--- src/pkg/ccl_map.svh ---
// Register offsets, field positions and reset values of the comparator control logic
`ifndef CCL_MAP_SVH
`define CCL_MAP_SVH
// Byte addresses on the register bus
`define CCL_ADDR_CSR     12'h030
`define CCL_ADDR_CCB     12'h034
`define CCL_ADDR_MUX     12'h038
`define CCL_ADDR_IST     12'h03C
`define CCL_ADDR_IMSK    12'h040
// Control/status register fields
`define CCL_CSR_PWR_OFF  7
`define CCL_CSR_BANDGAP  6
`define CCL_CSR_RESULT   5
`define CCL_CSR_FLAG     4
`define CCL_CSR_IEN      3
`define CCL_CSR_CAPT     2
`define CCL_CSR_MODE_HI  1
`define CCL_CSR_MODE_LO  0
// Converter control B field
`define CCL_CCB_MUX_EN   6
// Converter mux register channel field
`define CCL_MUX_CH_HI    2
`define CCL_MUX_CH_LO    0
// Interrupt status and mask field
`define CCL_IST_CMP      0
// Reset values
`define CCL_BIT_RST      1'b0
`define CCL_MODE_RST     2'h0
`define CCL_CH_RST       3'h0
`define CCL_DATA_ZERO    32'h0000_0000
`endif

--- src/pkg/ccl_pkg.sv ---
// Types shared by the comparator control logic
`default_nettype none
package ccl_pkg;
   // Interrupt mode field decode, in code order 00..11
   typedef enum logic [1:0] {
      MODE_TOGGLE,
      MODE_RSVD,
      MODE_FALL,
      MODE_RISE
   } ccl_mode_e;
   // Register bus slave phase
   typedef enum logic {
      APB_IDLE,
      APB_ACCESS
   } ccl_apb_e;
endpackage
`default_nettype wire

--- src/pkg/ccl_evt_if.sv ---
// Carrier between synchroniser, event detector and the control logic
`timescale 1ns/1ps
`default_nettype none
interface ccl_evt_if;
   logic       level;
   logic [1:0] mode;
   logic       evt;
   modport sync (output level);
   modport det  (input level, input mode, output evt);
   modport ctl  (input level, input evt, output mode);
endinterface
`default_nettype wire

--- src/rtl/ccl_top.sv ---
// Comparator control and status logic with APB register access
// Register map, byte addresses on the APB side
// 0x030 control/status: power, bandgap, result, flag, enable, capture, mode
// 0x034 converter control B: multiplexer enable in bit 6
// 0x038 converter channel select in bits 2:0
// 0x03C interrupt status, bit 0 aliases the flag, write one to clear
// 0x040 interrupt mask, bit 0 gates the request
`timescale 1ns/1ps
`default_nettype none
`include "ccl_map.svh"
module ccl_top
   import ccl_pkg::*;
(
   // Clock and reset
   input  wire logic        pclk,
   input  wire logic        presetn,
   // APB slave
   input  wire logic [11:0] paddr,
   input  wire logic        psel,
   input  wire logic        penable,
   input  wire logic        pwrite,
   input  wire logic [31:0] pwdata,
   output logic      [31:0] prdata,
   output logic             pready,
   output logic             pslverr,
   // Analogue comparator core
   input  wire logic        cmp_raw,
   output logic             cmp_power_off,
   output logic             cmp_bandgap_select,
   output logic             neg_use_mux,
   output logic      [2:0]  neg_channel,
   // Converter state
   input  wire logic        converter_enable,
   input  wire logic        converter_power_reduce,
   // Processor interrupt handshake
   input  wire logic        irq_global_enable,
   input  wire logic        irq_ack,
   output logic             irq,
   // Timer input-capture front end
   output logic             capture_out
);

   // Bus slave state and prepared answer
   ccl_apb_e    state_q;
   logic        pready_q;
   logic        pslverr_q;
   logic [31:0] prdata_q;
   logic [31:0] rdata_d;

   // Writable fields of the control/status register
   logic        pwr_off_q;
   logic        bandgap_q;
   logic        flag_q;
   logic        ien_q;
   logic        capt_q;
   logic [1:0]  mode_q;

   // Converter-side selection kept here
   logic        mux_en_q;
   logic [2:0]  chan_q;

   // Interrupt gating
   logic        imask_q;
   logic        irq_q;

   // Registered copies driven towards the core and the timer
   logic        neg_mux_q;
   logic [2:0]  neg_chan_q;
   logic        capt_out_q;

   // Address decode, used at the setup edge, and write strobes, valid only at the commit edge
   logic        hit;
   logic        commit;
   logic        wr_csr;
   logic        wr_ccb;
   logic        wr_mux;
   logic        wr_ist;
   logic        wr_imsk;

   // Other combinational helpers
   logic        flag_clr;
   logic        mux_sub;
   logic [7:0]  csr_rd;

   // Synchroniser and event detector share one carrier
   ccl_evt_if evt_if ();

   // Result bit, event detector and capture route all read the
   // same synchronised copy, so software never sees them disagree
   // Raw level is asynchronous to pclk, so two stages first
   ccl_sync u_sync (
      .pclk    (pclk),
      .presetn (presetn),
      .async_in(cmp_raw),
      .sig     (evt_if)
   );

   // Detector compares each sample with the one before it
   ccl_edge u_edge (
      .pclk    (pclk),
      .presetn (presetn),
      .sig     (evt_if)
   );

   // A new mode takes effect at the commit edge; an edge already in
   // the detector is then judged by it, hence the stray-request hazard
   // Mode field steers the detector
   assign evt_if.mode = mode_q;

   // Only whole aligned words are mapped; any other address errors
   // Address decode
   always_comb begin
      hit = 1'b0;
      unique case (paddr)
         `CCL_ADDR_CSR:  hit = 1'b1;
         `CCL_ADDR_CCB:  hit = 1'b1;
         `CCL_ADDR_MUX:  hit = 1'b1;
         `CCL_ADDR_IST:  hit = 1'b1;
         `CCL_ADDR_IMSK: hit = 1'b1;
         default:        hit = 1'b0;
      endcase
   end

   // Bit 5 shows the synchronised level; there is no storage behind it
   // Control/status byte as software sees it
   always_comb begin
      csr_rd                   = 8'h00;
      csr_rd[`CCL_CSR_PWR_OFF] = pwr_off_q;
      csr_rd[`CCL_CSR_BANDGAP] = bandgap_q;
      csr_rd[`CCL_CSR_RESULT]  = evt_if.level;
      csr_rd[`CCL_CSR_FLAG]    = flag_q;
      csr_rd[`CCL_CSR_IEN]     = ien_q;
      csr_rd[`CCL_CSR_CAPT]    = capt_q;
      csr_rd[`CCL_CSR_MODE_HI] = mode_q[1];
      csr_rd[`CCL_CSR_MODE_LO] = mode_q[0];
   end

   // Unmapped reads return zero so that no stale data leaks out
   // Read data mux; narrow registers sit in the low bits
   always_comb begin
      rdata_d = `CCL_DATA_ZERO;
      unique case (paddr)
         `CCL_ADDR_CSR: begin
            rdata_d[7:0] = csr_rd;
         end
         `CCL_ADDR_CCB: begin
            rdata_d[`CCL_CCB_MUX_EN] = mux_en_q;
         end
         `CCL_ADDR_MUX: begin
            rdata_d[`CCL_MUX_CH_HI:`CCL_MUX_CH_LO] = chan_q;
         end
         `CCL_ADDR_IST: begin
            rdata_d[`CCL_IST_CMP] = flag_q;
         end
         `CCL_ADDR_IMSK: begin
            rdata_d[`CCL_IST_CMP] = imask_q;
         end
         default: begin
            rdata_d = `CCL_DATA_ZERO;
         end
      endcase
   end

   // Writes land only here, never in the setup cycle, so an abandoned
   // transfer leaves every register untouched
   // Access completes on the edge where pready is seen high
   assign commit  = (state_q == APB_ACCESS) & psel & penable & pready_q;
   assign wr_csr  = commit & pwrite & (paddr == `CCL_ADDR_CSR);
   assign wr_ccb  = commit & pwrite & (paddr == `CCL_ADDR_CCB);
   assign wr_mux  = commit & pwrite & (paddr == `CCL_ADDR_MUX);
   assign wr_ist  = commit & pwrite & (paddr == `CCL_ADDR_IST);
   assign wr_imsk = commit & pwrite & (paddr == `CCL_ADDR_IMSK);

   // Bus phase tracking; answer is prepared in the setup cycle
   // so that the access phase never waits; pslverr is decided from the
   // address alone, and an unmapped write is dropped as no strobe fires
   always_ff @(posedge pclk or negedge presetn) begin
      if (!presetn) begin
         state_q   <= APB_IDLE;
         pready_q  <= `CCL_BIT_RST;
         pslverr_q <= `CCL_BIT_RST;
         prdata_q  <= `CCL_DATA_ZERO;
      end else begin
         unique case (state_q)
            APB_IDLE: begin
               if (psel && !penable) begin
                  state_q   <= APB_ACCESS;
                  pready_q  <= 1'b1;
                  pslverr_q <= ~hit;
                  prdata_q  <= pwrite ? `CCL_DATA_ZERO : rdata_d;
               end
            end
            APB_ACCESS: begin
               if (commit || !psel) begin
                  state_q   <= APB_IDLE;
                  pready_q  <= 1'b0;
                  pslverr_q <= 1'b0;
                  prdata_q  <= `CCL_DATA_ZERO;
               end
            end
         endcase
      end
   end

   // Writable control bits of the control/status register;
   // the result bit has no storage, so writes to it vanish.
   // Mode and power bits change without any guard; flipping them while
   // the enable is set can raise a stray request, so software clears
   // the enable first
   always_ff @(posedge pclk or negedge presetn) begin
      if (!presetn) begin
         pwr_off_q <= `CCL_BIT_RST;
         bandgap_q <= `CCL_BIT_RST;
         ien_q     <= `CCL_BIT_RST;
         capt_q    <= `CCL_BIT_RST;
         mode_q    <= `CCL_MODE_RST;
      end else if (wr_csr) begin
         pwr_off_q <= pwdata[`CCL_CSR_PWR_OFF];
         bandgap_q <= pwdata[`CCL_CSR_BANDGAP];
         ien_q     <= pwdata[`CCL_CSR_IEN];
         capt_q    <= pwdata[`CCL_CSR_CAPT];
         mode_q    <= pwdata[`CCL_CSR_MODE_HI:`CCL_CSR_MODE_LO];
      end
   end

   // Kept here because the converter register bank lies outside this block
   // Multiplexer enable bit
   always_ff @(posedge pclk or negedge presetn) begin
      if (!presetn) begin
         mux_en_q <= `CCL_BIT_RST;
      end else if (wr_ccb) begin
         mux_en_q <= pwdata[`CCL_CCB_MUX_EN];
      end
   end

   // Only the low three bits are stored; upper bits read back zero
   // Converter channel field
   always_ff @(posedge pclk or negedge presetn) begin
      if (!presetn) begin
         chan_q <= `CCL_CH_RST;
      end else if (wr_mux) begin
         chan_q <= pwdata[`CCL_MUX_CH_HI:`CCL_MUX_CH_LO];
      end
   end

   // Interrupt mask, an extra gate beside the enable bit
   always_ff @(posedge pclk or negedge presetn) begin
      if (!presetn) begin
         imask_q <= `CCL_BIT_RST;
      end else if (wr_imsk) begin
         imask_q <= pwdata[`CCL_IST_CMP];
      end
   end

   // irq_ack is a one-cycle pulse from the processor's vector fetch
   // Flag clears: vector taken, or one written at either alias
   assign flag_clr = irq_ack
                   | (wr_csr & pwdata[`CCL_CSR_FLAG])
                   | (wr_ist & pwdata[`CCL_IST_CMP]);

   // Sticky flag; a new event beats a clear in the same cycle,
   // so an edge that arrives while the handler clears the flag is kept
   // rather than lost between two reads
   always_ff @(posedge pclk or negedge presetn) begin
      if (!presetn) begin
         flag_q <= `CCL_BIT_RST;
      end else if (evt_if.evt) begin
         flag_q <= 1'b1;
      end else if (flag_clr) begin
         flag_q <= 1'b0;
      end
   end

   // Interrupt request level; dropping the enable drops it next edge.
   // The mask is a second gate; it resets closed, so software opens it
   // once at start-up and then works with the enable bit alone
   always_ff @(posedge pclk or negedge presetn) begin
      if (!presetn) begin
         irq_q <= `CCL_BIT_RST;
      end else begin
         irq_q <= flag_q & ien_q & irq_global_enable & imask_q;
      end
   end

   // Both converter inputs are same-clock levels, so no synchroniser
   // Substitution needs mux enable, converter off, converter powered
   assign mux_sub = mux_en_q & ~converter_enable
                  & ~converter_power_reduce;

   // Channel output is held at zero while the pin is in use, so the
   // core never sees a stale channel when substitution begins
   // Negative input selection towards the analogue core
   always_ff @(posedge pclk or negedge presetn) begin
      if (!presetn) begin
         neg_mux_q  <= `CCL_BIT_RST;
         neg_chan_q <= `CCL_CH_RST;
      end else begin
         neg_mux_q  <= mux_sub;
         neg_chan_q <= mux_sub ? chan_q : `CCL_CH_RST;
      end
   end

   // Gated level, not an edge, so no capture is lost to a short pulse
   // Capture route; the timer does its own filtering and edge pick
   always_ff @(posedge pclk or negedge presetn) begin
      if (!presetn) begin
         capt_out_q <= `CCL_BIT_RST;
      end else begin
         capt_out_q <= capt_q & evt_if.level;
      end
   end

   // Outputs, each from a flip-flop
   assign prdata             = prdata_q;
   assign pready             = pready_q;
   assign pslverr            = pslverr_q;
   assign cmp_power_off      = pwr_off_q;
   assign cmp_bandgap_select = bandgap_q;
   assign neg_use_mux        = neg_mux_q;
   assign neg_channel        = neg_chan_q;
   assign irq                = irq_q;
   assign capture_out        = capt_out_q;

endmodule
`default_nettype wire

--- src/rtl/ccl_sync.sv ---
// Two-stage synchroniser for the raw comparator output
`timescale 1ns/1ps
`default_nettype none
`include "ccl_map.svh"
module ccl_sync
   import ccl_pkg::*;
(
   // Clock and reset
   input  wire logic pclk,
   input  wire logic presetn,
   // Asynchronous comparator level
   input  wire logic async_in,
   // Synchronised level
   ccl_evt_if.sync   sig
);
   logic meta_q;
   logic sync_q;

   // First stage is read only by the second
   always_ff @(posedge pclk or negedge presetn) begin
      if (!presetn) begin
         meta_q <= `CCL_BIT_RST;
         sync_q <= `CCL_BIT_RST;
      end else begin
         meta_q <= async_in;
         sync_q <= meta_q;
      end
   end

   assign sig.level = sync_q;
endmodule
`default_nettype wire

--- src/rtl/ccl_edge.sv ---
// Edge detector and interrupt mode decoder on the synchronised level
`timescale 1ns/1ps
`default_nettype none
`include "ccl_map.svh"
module ccl_edge
   import ccl_pkg::*;
(
   // Clock and reset
   input  wire logic pclk,
   input  wire logic presetn,
   // Level in, event out
   ccl_evt_if.det    sig
);
   logic prev_q;
   logic evt_q;
   logic evt_d;

   // Previous sample for comparison
   always_ff @(posedge pclk or negedge presetn) begin
      if (!presetn) begin
         prev_q <= `CCL_BIT_RST;
      end else begin
         prev_q <= sig.level;
      end
   end

   // Match the sample pair against the selected mode
   always_comb begin
      evt_d = 1'b0;
      unique case (ccl_mode_e'(sig.mode))
         MODE_TOGGLE: evt_d = sig.level ^ prev_q;
         MODE_RSVD:   evt_d = 1'b0;
         MODE_FALL:   evt_d = prev_q & ~sig.level;
         MODE_RISE:   evt_d = ~prev_q & sig.level;
      endcase
   end

   // Registered one-cycle event pulse
   always_ff @(posedge pclk or negedge presetn) begin
      if (!presetn) begin
         evt_q <= `CCL_BIT_RST;
      end else begin
         evt_q <= evt_d;
      end
   end

   assign sig.evt = evt_q;
endmodule
`default_nettype wire

--- config.mk ---
export PLATFORM = sky130hd
export DESIGN_NAME = ccl_top
export DESIGN_NICKNAME = d
export VERILOG_FILES = /design/src/pkg/ccl_pkg.sv /design/src/pkg/ccl_evt_if.sv /design/src/rtl/ccl_top.sv /design/src/rtl/ccl_sync.sv /design/src/rtl/ccl_edge.sv
export VERILOG_INCLUDE_DIRS = /design/src /design/src/pkg
export SDC_FILE = /design/constraint.sdc
export NUM_CORES = 1
export LEC_CHECK = 0
export CAP_MARGIN = 5
export CORE_AREA = 4 4 80 82
export DETAILED_ROUTE_END_ITERATION = 6
export DIE_AREA = 0 0 84 86
export DONT_BUFFER_PORTS = 1
export GPL_ROUTABILITY_DRIVEN = 0
export SETUP_SLACK_MARGIN = 0.05
export SLEW_MARGIN = 20
export SYNTH_ARGS = -nofsm -noshare
export SYNTH_HDL_FRONTEND = slang
export SYNTH_HIERARCHICAL = 1
export SYNTH_SLANG_ARGS = --single-unit
--- constraint.sdc ---
create_clock -name pclk -period 1.6 [get_ports pclk]
set_input_delay 0.32 -clock pclk [delete_from_list [all_inputs] [get_ports pclk]]
set_output_delay 0.32 -clock pclk [all_outputs]
set_load 0.01 [all_outputs]
# After elaboration in Yosys (flattened, before gate mapping)
# Cells that the tools add are included.
# word_totals
regBits	57
elab_cells	89
output_inout_bits	42
# classes
mux	22
eq_ne	10
n_bitwise	28
reduce_logical	8
# op_table
op	n
2-to-1 mux 32 bit	2
case mux 32 bit (2 select lines)	1
== test 12 x 6 -> 1 bit (second input constant)	4
bitwise AND 1 bit	19
== test 12 x 7 -> 1 bit (second input constant)	1
2-to-1 mux 1 bit	9
2-to-1 mux 8 bit	1
case mux 1 bit (2 select lines)	4
case mux 1 bit (4 select lines)	2
2-to-1 mux 3 bit	2
NOT 1 bit	6
OR reduction 5 bit	1
== test 2 bit (second input constant)	2
case mux 2 bit (2 select lines)	1
== test 2 x 1 -> 1 bit (second input constant)	1
logical NOT 1 bit	2
logical NOT 2 bit	1
!= test 2 x 1 -> 1 bit (second input constant)	1
!= test 2 bit (second input constant)	1
OR 1 bit	2
AND reduction 2 bit	1
nonzero test 2 bit	1
logical AND 1 bit	1
logical OR 1 bit	1
bitwise XOR 1 bit	1

# Longest topological paths before layout
# Gate-level depths: netlist of the first run.
# logic_depth
depth_word	10
ltp_mapped	5
depth_no_buf	4

# Hierarchy
# Netlist of the first run, hierarchy kept.
# by_module_without_submodules
module	cells_per_inst	area_each_um2	n_inst
ccl_top	125	1505.2	1
ccl_edge	9	106.4	1
ccl_sync	2	50.0	1

# Least setup slack after synthesis of the first run
# OpenSTA, ideal clock, no wires.
# synth_path
path_kind	input port to flip-flop
start	input port paddr[11]
end	register capt_q
stages	4
path_buffers	0
slack_ns	-0.068
arrival_time_ns	1.543
setup_time_ns	0.125
t_required_ns	1.475
cell_sequence	nor4_4 nand4_4 nor4_4 mux2_2
# synth_between
elab_chain_cells	2
# synth_lines
item	line	source
start: declaration	ccl_top.sv:18	input wire logic [11:0] paddr,
== test 12 x 6 -> 1 bit	n/a	
bitwise AND 1 bit	ccl_top.sv:168	assign wr_csr = commit & pwrite & (paddr == `CCL_ADDR_CSR);
end signal: assignment	ccl_top.sv:215	capt_q <= `CCL_BIT_RST;
end signal: assignment	ccl_top.sv:221	capt_q <= pwdata[`CCL_CSR_CAPT];
end: declaration	ccl_top.sv:55	logic capt_q;
# Every way passes these cells.
# A chain may end at the register's enable or synchronous reset.

# Worst setup path in the final report of the first run
# layout_path
start	register pready_q (netlist: pready)
end	register chan_q[2]
# layout_between
elab_chain_cells	3
# layout_lines
item	line	source
start: declaration	ccl_top.sv:45	logic pready_q;
start signal: assignment	ccl_top.sv:180	pready_q <= `CCL_BIT_RST;
bitwise AND 1 bit	ccl_top.sv:167	assign commit = (state_q == APB_ACCESS) & psel & penable & pready_q;
bitwise AND 1 bit (2 in a row)	ccl_top.sv:170	assign wr_mux = commit & pwrite & (paddr == `CCL_ADDR_MUX);
end signal: assignment	ccl_top.sv:240	chan_q <= `CCL_CH_RST;
end signal: assignment	ccl_top.sv:242	chan_q <= pwdata[`CCL_MUX_CH_HI:`CCL_MUX_CH_LO];
end: declaration	ccl_top.sv:60	logic [2:0] chan_q;
# Every way passes these cells.

==> run metrics, run 1 <==
clock sinks 33; pin count of the biggest net entering global routing 34; post-placement cell area 0.00174 mm^2; reg2reg setup slack 0.02 ns; global route total overflow 0; fmax 0.633 GHz; Setup CP Type reg -> reg; most frequent cells in the layout 33 x dfrtp_1, 24 x conb_1, 11 x buf_4; adder-cell area share of the yosys netlist 1.51%; Top delay family on crit path simple AND/OR/NAND/NOR gates; critical path, cell by cell and4_4 > nand4_4 > nor4b_4 > buf_4 > mux2_4; min cycle time layout 1.58 ns; Hold Path Origin cmp_raw; FF+latch area 826 um^2; root buffer cell clkbuf_8; Remaining DRCs 0; Via density 4.47; final instance area 0.00197 mm^2; Reg2Reg Depth 5; Die Area 0.00722 mm^2; area delta synth->final 18.5%; Switching Share 22.8%; Post-Syn Area 0.00166 mm^2; Worst-path clk slew 0.07 ns; Vias 1033; fillers 581; slowest stage cell, crit path dfrtp_1; Detailed Route WL 3640 um; Synth Instances 136; Pleak 0.930 nW; Worst-Skew Late Latency 0.29 ns; nets 211; worst r2r dst chan_q[2]; CTS tree yes; most area-hungry cell type in the Yosys netlist dfrtp_1; final worst slack 0.0209 ns; Switching Power 0.000416 W; final setup fails 0; Comb pwr share 7.1%; Synth top area share 49.7%; largest family of logic cells by synthesized area simple AND/OR/NAND/NOR gates; PwrDens 926 mW/mm^2; area of the multi-input gates 776 um^2; DP HPWL 2730 um; post-synthesis compound-gate area fraction 8.73%; CP bufs+invs 1; clock skew 0.00575 ns; starting density of the core 28.9%; die width 84 um; drt wl/cell 15.7 um; DR iter-0 viols 41; Post-synth ARST share 100%; r2r startpoint pready; GRT Util Overall 10.4%; first drt pass iteration count 4; XOR/XNOR Fraction of Synth Area 0%; Int Pwr 0.00141 W; Ys Warns 6; Placed Cells 219; crit-path max FO 5; Hold Crit Depth 0; max cap viols 0; Worst Hold End u_sync/meta_q; Clk network pwr share 45.1%; CTS HTree Levels 2; first-pass GRT wire length 5790 um; core area 0.00575 mm^2; Startpoint Class flip-flop; post-route ant nets 0; share of layout cells above drive strength 1 30.8%; # port buffers 0; fin. max-slew vios 0; Most used DFF post-synth dfrtp_1; Critical Path End Type flip-flop; Die Ht 86 um; Min-Delay Path Class in -> reg; final antenna diode count 0; Synth area leaders dfrtp_1 50%, buf_4 11%, mux2_2 9.5%; I/O pin total 96; EDFF count, synth 0; initial antenna violation count 0; fin cells 231; Place WS -0.257 ns; CTS Buf Count 5; VDD IR max 294 uV; Fin Setup TNS 0 ns; CP peak stage delay 0.35 ns; Critical Path RT 1.77 ns; CP arrival 1.75 ns; Rows 28; Longest Clk Path Bufs 2; status complete, no violations; Final Hold Violating Endpoints 0; Final Util 34.3%; RSZ-0062 raised after global routing true; Netlist cell types 36; syn_area_per_cell 12.2 um^2; post-synthesis register bit count 33; most common cell after layout, fill and taps aside dfrtp_1; Seq/Total Area, Yosys 49.7%; vias in the first global route 1080; post-synthesis mux area share 10.8%; sequential share of power 47.8%; period utilization 98.7%; Synth Area in Simple Gates 16.3%
-- what timing repair did --
action | in CTS | in global routing
gates resized for setup | 12 | 5
hold endpoints to repair | 33 | 0
pin swaps | 2 | 2
endpoints found under the setup margin | 19 | 14
buffers inserted | 3 | 0
hold buffers | 2 | 0
-- how the worst max path moves through the flow --
stage,start,end,cells past startpoint
after global routing,pready,cmp_bandgap_select,5
after detailed placement,paddr[11],mux_en_q,5
after CTS,pready,chan_q[2],5
after global placement,paddr[11],mux_en_q,5
final,pready,chan_q[2],5
after floorplan,paddr[11],capt_q,4
-- cells by family (layout without fill, tap and decap cells) --
group / count (synthesis) / count (layout)
AND/OR/NAND/NOR: 33 / 33
buffers and inverters: 32 / 29
adder cells (fa/ha/maj): 2 / 2
flip-flops: 33 / 33
multiplexers: 16 / 16
other: 1 / 24
AO/OA/AOI/OAI: 19 / 19
-- state kept, by name (all words and copies together) (netlist names) --
signal              count
prdata                  8
chan_q                  3
neg_channel             3
evt_if.mode             2
capt_q                  1
capture_out             1
cmp_bandgap_select      1
cmp_power_off           1
flag_q                  1
ien_q                   1
imask_q                 1
irq                     1
mux_en_q                1
neg_use_mux             1
pready                  1
pslverr                 1
state_q                 1
u_edge/prev_q           1
u_edge/sig.evt          1
u_sync/meta_q           1
u_sync/sig.level        1
-- through the flow --
step	hold WS [ns]	total power [W]
finish	0.0568	0.00182
global route	0.0385	0.00190
CTS	0.0491	0.00184
detailed placement	0.0251	0.000990
global placement	0.0252	0.000987
floorplan	0.0244	0.00101
-- Yosys cell counts, types with 2 or more instances --
cell	n
a22o_1	6
mux2_2	14
and4_1	2
ha_1	2
nor2_1	4
dfrtp_1	33
and2_1	4
o21ai_0	3
buf_4	24
a21o_1	2
inv_1	6
a21oi_1	2
nor3b_1	3
a32o_1	3
nand2_1	5
nor4_1	2
nor4_4	2
-- power by group through the flow --
stage | Combinational, W | Clock [W] | Sequential (W)
floorplan | 0.000128 | 0 | 0.000885
global placement | 0.0000991 | 0 | 0.000887
detailed placement | 0.000101 | 0 | 0.000888
CTS | 0.000131 | 0.000838 | 0.000872
global route | 0.000149 | 0.000878 | 0.000874
finish | 0.000130 | 0.000823 | 0.000872
-- routing by layer --
metal | global-route usage (%) | up-vias | share of wire (%)
li1 | - | 475 | -
met1 | 11.7 | 511 | 39
met2 | 16.7 | 41 | 50
met3 | 4.80 | 6 | 9.1
met4 | 4.82 | 0 | 2.1
met5 | 0 | - | 0
-- area by class of cell --
cell class                 instances  area share, %
sequential                        33           41.9
multi-input combinational         94           39.4
timing repair buffer              15           6.86
tap                               75           4.76
clock buffer                       7           4.38
clock inverter                     1           1.52
inverter                           6           1.14
Power figures use the tool's default switching activity.
==> run 2: changes to the inputs <==
CORE_AREA = 4 4 79 81   (was 4 4 80 82)
CTS_BUF_LIST = sky130_fd_sc_hd__clkbuf_16   (was not set)
DIE_AREA = 0 0 83 85   (was 0 0 84 86)
SYNTH_HIERARCHICAL = not set   (was 1)
==> run 2 against run 1 <==
Clock-buffer cell count down 2. Clock skew down 0.0031 ns. Worst hold slack better by 0.011 ns. Cell count down 0.43%. Critical path type is now in -> reg. Largest cell class unchanged. Largest power group is now clock.
==> run metrics, run 2 <==
status complete, no violations; sequential share of power 45.0% (-2.8 points); Synth top area share 50.4% (+0.72 points); slowest stage cell, crit path or4_4; EDFF count, synth 0 (unchanged); fmax 0.655 GHz (+3.4%); CP peak stage delay 0.56 ns (+0.21 ns); Switching Share 23.6% (+0.78 points); Total Power 0.00193 W (+5.7%); Placed Cells 219 (unchanged); DR iter-0 viols 63 (+54%); CTS HTree Levels 2 (unchanged); most frequent cell after synthesis dfrtp_1; Via density 4.55 (+1.8%); CTS Buf Count 5 (unchanged); Remaining DRCs 0 (unchanged); CTS tree yes; root buffer cell clkbuf_16; fin. max-slew vios 0 (unchanged); min cycle time layout 1.53 ns (-0.0524 ns); first-pass GRT wire length 5430 um (-6.2%); area delta synth->final 15.2%; drt wl/cell 15.0 um (-4.8%); share of layout cells above drive strength 1 23.4% (-7.4 points); Die Area 0.00706 mm^2 (-2.3%); Longest Clk Path Bufs 2 (unchanged); CP arrival 1.69 ns (-0.06 ns); Final Hold Violating Endpoints 0 (unchanged); pin count of the biggest net entering global routing 34 (unchanged); post-synthesis compound-gate area fraction 8.63% (-0.10 points); Synth Area in Simple Gates 16.7% (+0.31 points); adder-cell area share of the yosys netlist 2.14% (+0.63 points); Seq/Total Area, Yosys 50.4% (+0.72 points); Synth Instances 143 (+5.1%); number of flip-flops in the largest register 8 (unchanged); Vias 1047 (+1.4%); vias in the first global route 998 (-7.6%); clock skew 0.00263 ns (-0.00312 ns); GRT Util Overall 10.1% (-0.25 points); post-synthesis mux area share 8.86% (-1.9 points); VDD IR max 501 uV (+70%); Critical Path RT 1.76 ns (about the same); fin cells 230 (-0.43%); most frequent cells after synthesis 33 x dfrtp_1, 24 x buf_4, 12 x mux2_2; RSZ-0062 raised after global routing true; critical path, cell by cell or4_4 > nor4b_4 > nor2b_2 > mux2_2; Worst-path clk slew 0.05 ns (-0.02 ns); final antenna diode count 0 (unchanged); XOR/XNOR Fraction of Synth Area 0% (unchanged); Startpoint Class primary input; Worst-Skew Late Latency 0.28 ns (about the same); Die Ht 85 um (-1.2%); post-route ant nets 0 (unchanged); nets 213 (+0.95%); # port buffers 0 (unchanged); PwrDens 1020 mW/mm^2 (+10%); Most used DFF post-synth dfrtp_1; Setup CP Type in -> reg; clock sinks 33 (unchanged); Post-synth ARST share 100% (unchanged); Pleak 0.894 nW (-3.8%); Ys Warns 0 (-6); global route total overflow 0 (unchanged); max cap viols 0 (unchanged); I/O pin total 96 (unchanged); syn_area_per_cell 11.5 um^2 (-6.3%); most area-hungry cell type in the Yosys netlist dfrtp_1; post-synthesis register bit count 33 (unchanged); most frequent cells in the layout 33 x dfrtp_1, 24 x conb_1, 12 x mux2_2; DP HPWL 2650 um (-2.8%); first drt pass iteration count 4 (unchanged); Switching Power 0.000455 W (+9.3%); Synth area leaders dfrtp_1 50%, buf_4 11%, mux2_2 8.3%; die width 83 um (-1.2%); final worst slack 0.0733 ns (+0.0524 ns); starting density of the core 29.9% (+1.0 points); crit-path max FO 3 (-2); initial antenna violation count 0 (unchanged); Critical Path End Type flip-flop; core area 0.00547 mm^2 (-4.7%); largest family of logic cells by synthesized area simple AND/OR/NAND/NOR gates; Netlist cell types 38 (+5.6%); Clk network pwr share 47.7% (+2.6 points); Int Pwr 0.00147 W (+4.6%); most common cell after layout, fill and taps aside dfrtp_1; Detailed Route WL 3450 um (-5.3%); final setup fails 0 (unchanged); Rows 27 (-3.6%); Min-Delay Path Class in -> reg; Comb pwr share 7.3% (+0.2 points); Place WS -0.265 ns (-0.00800 ns); Post-Syn Area 0.00164 mm^2 (-1.4%); period utilization 95.4% (-3.3 points)
-- run 2: cell types whose count changed after synthesis, sizes merged, moves of 2 or more --
cell   delta
mux2      -3
inv       +2
nor2b     +2
nand3     +6
a32o      -2
nor3b     -2
a221o     +3
nor4      -2
and2      +2
-- run 2: path summary, 6_finish.rpt --
check                                   end          start  slack [ns]  cells after the start
max                                 imask_q       paddr[9]        0.07                      4
min                           u_sync.meta_q        cmp_raw        0.07                      0
max reg2reg                       chan_q[0]        state_q        0.09                      4
min reg2reg                u_sync.sig.level  u_sync.meta_q        0.34                      0
max in group asynchronous         prdata[7]        presetn        0.94                      2
min in group asynchronous         prdata[6]        presetn        0.49                      2
-- run 2: repair_timing --
| action | CTS | global route |
|---|---|---|
| cloned | 0 | 0 |
| endpoints found under the hold margin | 33 | 0 |
| buffers inserted | 0 | 1 |
| hold buffers | 2 | 0 |
| setup endpoints to repair | 9 | 10 |
| pin swaps | 2 | 2 |
| resized for setup | 1 | 3 |
-- run 2: per-layer routing --
metal	wire [um]	vias to the layer above	global-route usage (%)
li1	-	488	-
met3	336	7	5.44
met4	52	0	3.57
met5	0	-	0
met2	1610	48	15.2
met1	1450	504	12.4
-- run 2: stage by stage --
stage / setup TNS, ns / area, um^2 / hold slack (ns) / utilization, %
after floorplan: -1.17 / 1740 / 0.0244 / -
after global placement: -2.52 / 1690 / 0.0255 / 30.9
after detailed placement: -2.62 / 1690 / 0.0253 / 30.9
after CTS: 0 / 1870 / 0.0623 / 34.1
after global routing: -0.177 / 1890 / 0.0574 / 34.5
final: 0 / 1890 / 0.0681 / 34.5
-- run 2: critical path, delay by kind of cell --
| kind | cells | cell delay, ns |
|---|---|---|
| AND/OR/NAND/NOR | 3 | 1.04 |
| multiplexers | 1 | 0.33 |
-- run 2: power groups by stage --
stage                     clock network (W)  registers, W  logic (W)
final                              0.000919      0.000868   0.000140
after global routing               0.000989      0.000870   0.000159
after CTS                          0.000944      0.000868   0.000138
after detailed placement                  0      0.000883   0.000113
after global placement                    0      0.000882   0.000112
after floorplan                           0      0.000883   0.000126
-- run 2: cells by family (layout without fill, tap and decap cells) --
group	count (synthesis)	after routing
mux	13	13
simple gates	42	42
fa+ha+maj	3	3
other cells	1	24
compound gates	18	18
flops	33	33
buf+inv	33	25
-- run 2: final cells by class --
| cell class | instances | area, um^2 |
|---|---|---|
| multi-input cells | 100 | 716 |
| fillers | 551 | 3590 |
| clock inverters | 3 | 17.5 |
| repair buffers | 9 | 82.6 |
| inverters | 8 | 30.0 |
| flip-flops and latches | 33 | 826 |
| clock buffers | 5 | 125 |
| well taps | 72 | 90.1 |
==> run 3: changes to the inputs <==
ABC_AREA = 1   (was not set)
CORE_AREA = 2 2 81 83   (was 4 4 79 81)
==> run 3 against run 2 <==
Worst setup slack improved by 0.10 ns. Clock power rose by 19%. Wire length fell by 0.20%. Global-route usage rose by 0.31 points. Combinational power increased by 69%. Fmax grew 7.2%. First-iteration DRC count shrank 30%. Critical path depth rose by 1. Sequential share of layout area shrank 2.4 points. Cell count up 32%. Critical path type is now reg -> reg. Critical endpoint is now chan_q[0]. Largest cell class unchanged. Largest power group unchanged.
==> run metrics, run 3 <==
status complete, no violations; r2r startpoint pready; Seq/Total Area, Yosys 46.3% (-4.1 points); Global Route met2 Usage 16.9% (+1.8 points); final setup fails 0 (unchanged); nets 281 (+32%); CP arrival 1.58 ns (-0.11 ns); root buffer cell clkbuf_16; min cycle time layout 1.42 ns (-0.103 ns); initial antenna violation count 0 (unchanged); post-synthesis mux area share 0% (-8.9 points); CTS tree yes; Netlist cell types 24 (-37%); Critical Path RT 1.75 ns (about the same); Ys Warns 0 (unchanged); Post-CTS Setup Bufs 0 (unchanged); most frequent cells in the layout 51 x nand2_1, 33 x dfrtp_1, 30 x inv_1; final antenna diode count 0 (unchanged); final instance area 0.00200 mm^2 (+5.8%); Die Ht 85 um (unchanged); Critical Path End Type flip-flop; most area-hungry cell type in the Yosys netlist dfrtp_1; VDD IR max 390 uV (-22%); Synth area leaders dfrtp_1 46%, nand2_1 11%, buf_4 10%; starting density of the core 28.8% (-1.2 points); number of flip-flops in the largest register 8 (unchanged); syn_area_per_cell 8.26 um^2 (-28%); period utilization 89.0% (-6.4 points); first-pass GRT wire length 5800 um (+6.7%); most frequent cell after synthesis nand2_1; Via density 4.16 (-8.7%); Pleak 1.07 nW (+19%); Hold Crit Depth 0 (unchanged); CTS HTree Levels 2 (unchanged); PwrDens 1130 mW/mm^2 (+10%); Min-Delay Path Class in -> reg; pin count of the biggest net entering global routing 34 (unchanged); crit-path max FO 6 (+3); Post-Syn Area 0.00178 mm^2 (+8.9%); Setup CP Type reg -> reg; RSZ-0062 raised after global routing true; XOR/XNOR Fraction of Synth Area 0% (unchanged); most frequent cells after synthesis 51 x nand2_1, 33 x dfrtp_1, 30 x inv_1; Worst Hold End u_sync.meta_q; drt wl/cell 11.4 um (-24%); area delta synth->final 11.9%; Synth Area in Simple Gates 27.7% (+11 points); CTS Buf Count 5 (unchanged); fin cells 303 (+32%); Synth Instances 216 (+51%); Remaining DRCs 0 (unchanged); post-route ant nets 0 (unchanged); Placed Cells 293 (+34%); Most used DFF post-synth dfrtp_1; Die Area 0.00706 mm^2 (unchanged); Longest Clk Path Bufs 2 (unchanged); Reg2Reg Depth 5 (+1); Hold Path Origin cmp_raw; global route total overflow 0 (unchanged); post-synthesis register bit count 33 (unchanged); adder-cell area share of the yosys netlist 1.40% (-0.74 points); largest family of logic cells by synthesized area simple AND/OR/NAND/NOR gates; fmax 0.702 GHz (+7.2%); global-route track usage on met1 12.1% (-0.22 points); fin. max-slew vios 0 (unchanged); first drt pass iteration count 4 (unchanged); DP HPWL 2780 um (+4.9%); Detailed Route WL 3440 um (-0.20%); post-synthesis compound-gate area fraction 6.52% (-2.1 points); worst r2r dst chan_q[0]; I/O pin total 96 (unchanged); Worst-path clk slew 0.06 ns (about the same); hold_ws 0.0738 ns (+0.00578 ns); GR peak layer met2; # port buffers 0 (unchanged); Post-synth ARST share 100% (unchanged); clock sinks 33 (unchanged); GRT Util Overall 10.4% (+0.31 points); Startpoint Class flip-flop; Rows 29 (+7.4%); die width 83 um (unchanged); Vias 1259 (+20%); clock skew 0.00619 ns (+0.00355 ns); Final Util 32.2% (-2.3 points); post-placement cell area 0.00179 mm^2 (+6.0%); share of layout cells above drive strength 1 15.5% (-7.9 points); Synth top area share 46.3% (-4.1 points); Fin Setup TNS 0 ns (unchanged); most common cell after layout, fill and taps aside nand2_1; Worst-Skew Late Latency 0.28 ns (about the same); max cap viols 0 (unchanged); DR iter-0 viols 44 (-30%); core area 0.00620 mm^2 (+13%); Final Hold Violating Endpoints 0 (unchanged); reg2reg setup slack 0.18 ns (+0.09 ns); met3 Usage GRT 5.54% (+0.11 points); vias in the first global route 1219 (+22%); EDFF count, synth 0 (unchanged)
==> run 3: cell type report <==
type,instances,area [um^2]
fillers,662,4210
well taps,77,96.3
inverters,34,128
clock buffers,5,125
clock inverters,3,46.3
flip-flops and latches,33,826
multi-input cells,147,731
repair buffers,4,45.0
==> run 3: cell families (layout without fill, tap and decap cells) <==
logic type | Yosys count | count (layout)
DFF | 33 | 33
adders and majority gates | 2 | 2
other | 1 | 24
AOI/OAI and AO/OA | 18 | 18
and+or+nand+nor | 103 | 103
buffers and inverters | 59 | 46
==> run 3: worst max-delay path by stage <==
stage | start | to | slack (ns)
final | pready | chan_q[0] | 0.18
after global routing | pready | chan_q[0] | 0.07
after CTS | pready | cmp_power_off | 0.16
after detailed placement | pready | ien_q | 0.18
after global placement | pready | ien_q | 0.18
after floorplan | paddr[9] | cmp_bandgap_select | 0.36
==> run 3: per-layer routing <==
metal  part of all wire [%]  vias up
li1                       -      630
met1                     40      577
met2                     49       47
met3                     10        5
met4                   0.55        0
met5                      0        -
==> run 3: repair_timing <==
item                                   in CTS  in global routing
gates resized for setup                     0                  1
endpoints found under the hold margin      33                  0
hold buffers                                2                  0
setup endpoints to repair                   0                  1
==> run 3: critical path, stage by stage (launching register included) <==
cell and delay [ns]:
dfrtp_1 0.41, nand2_1 0.13, nor3_4 0.29, nand3_1 0.27
nand2_1 0.11, o21ai_1 0.07
==> run 3: metrics by stage <==
| stage | total power (W) | worst slack [ns] |
|---|---|---|
| finish | 0.00225 | 0.176 |
| global route | 0.00237 | 0.0697 |
| CTS | 0.00229 | 0.164 |
| detailed placement | 0.00116 | 0.179 |
| global placement | 0.00115 | 0.183 |
| floorplan | 0.00114 | 0.360 |
==> run 3: power by group <==
| part | total [W] | internal [W] | switching (W) |
|---|---|---|---|
| combinational | 0.000236 | 0.0000699 | 0.000166 |
| clock | 0.00109 | 0.000736 | 0.000351 |
| sequential | 0.000926 | 0.000880 | 0.0000458 |
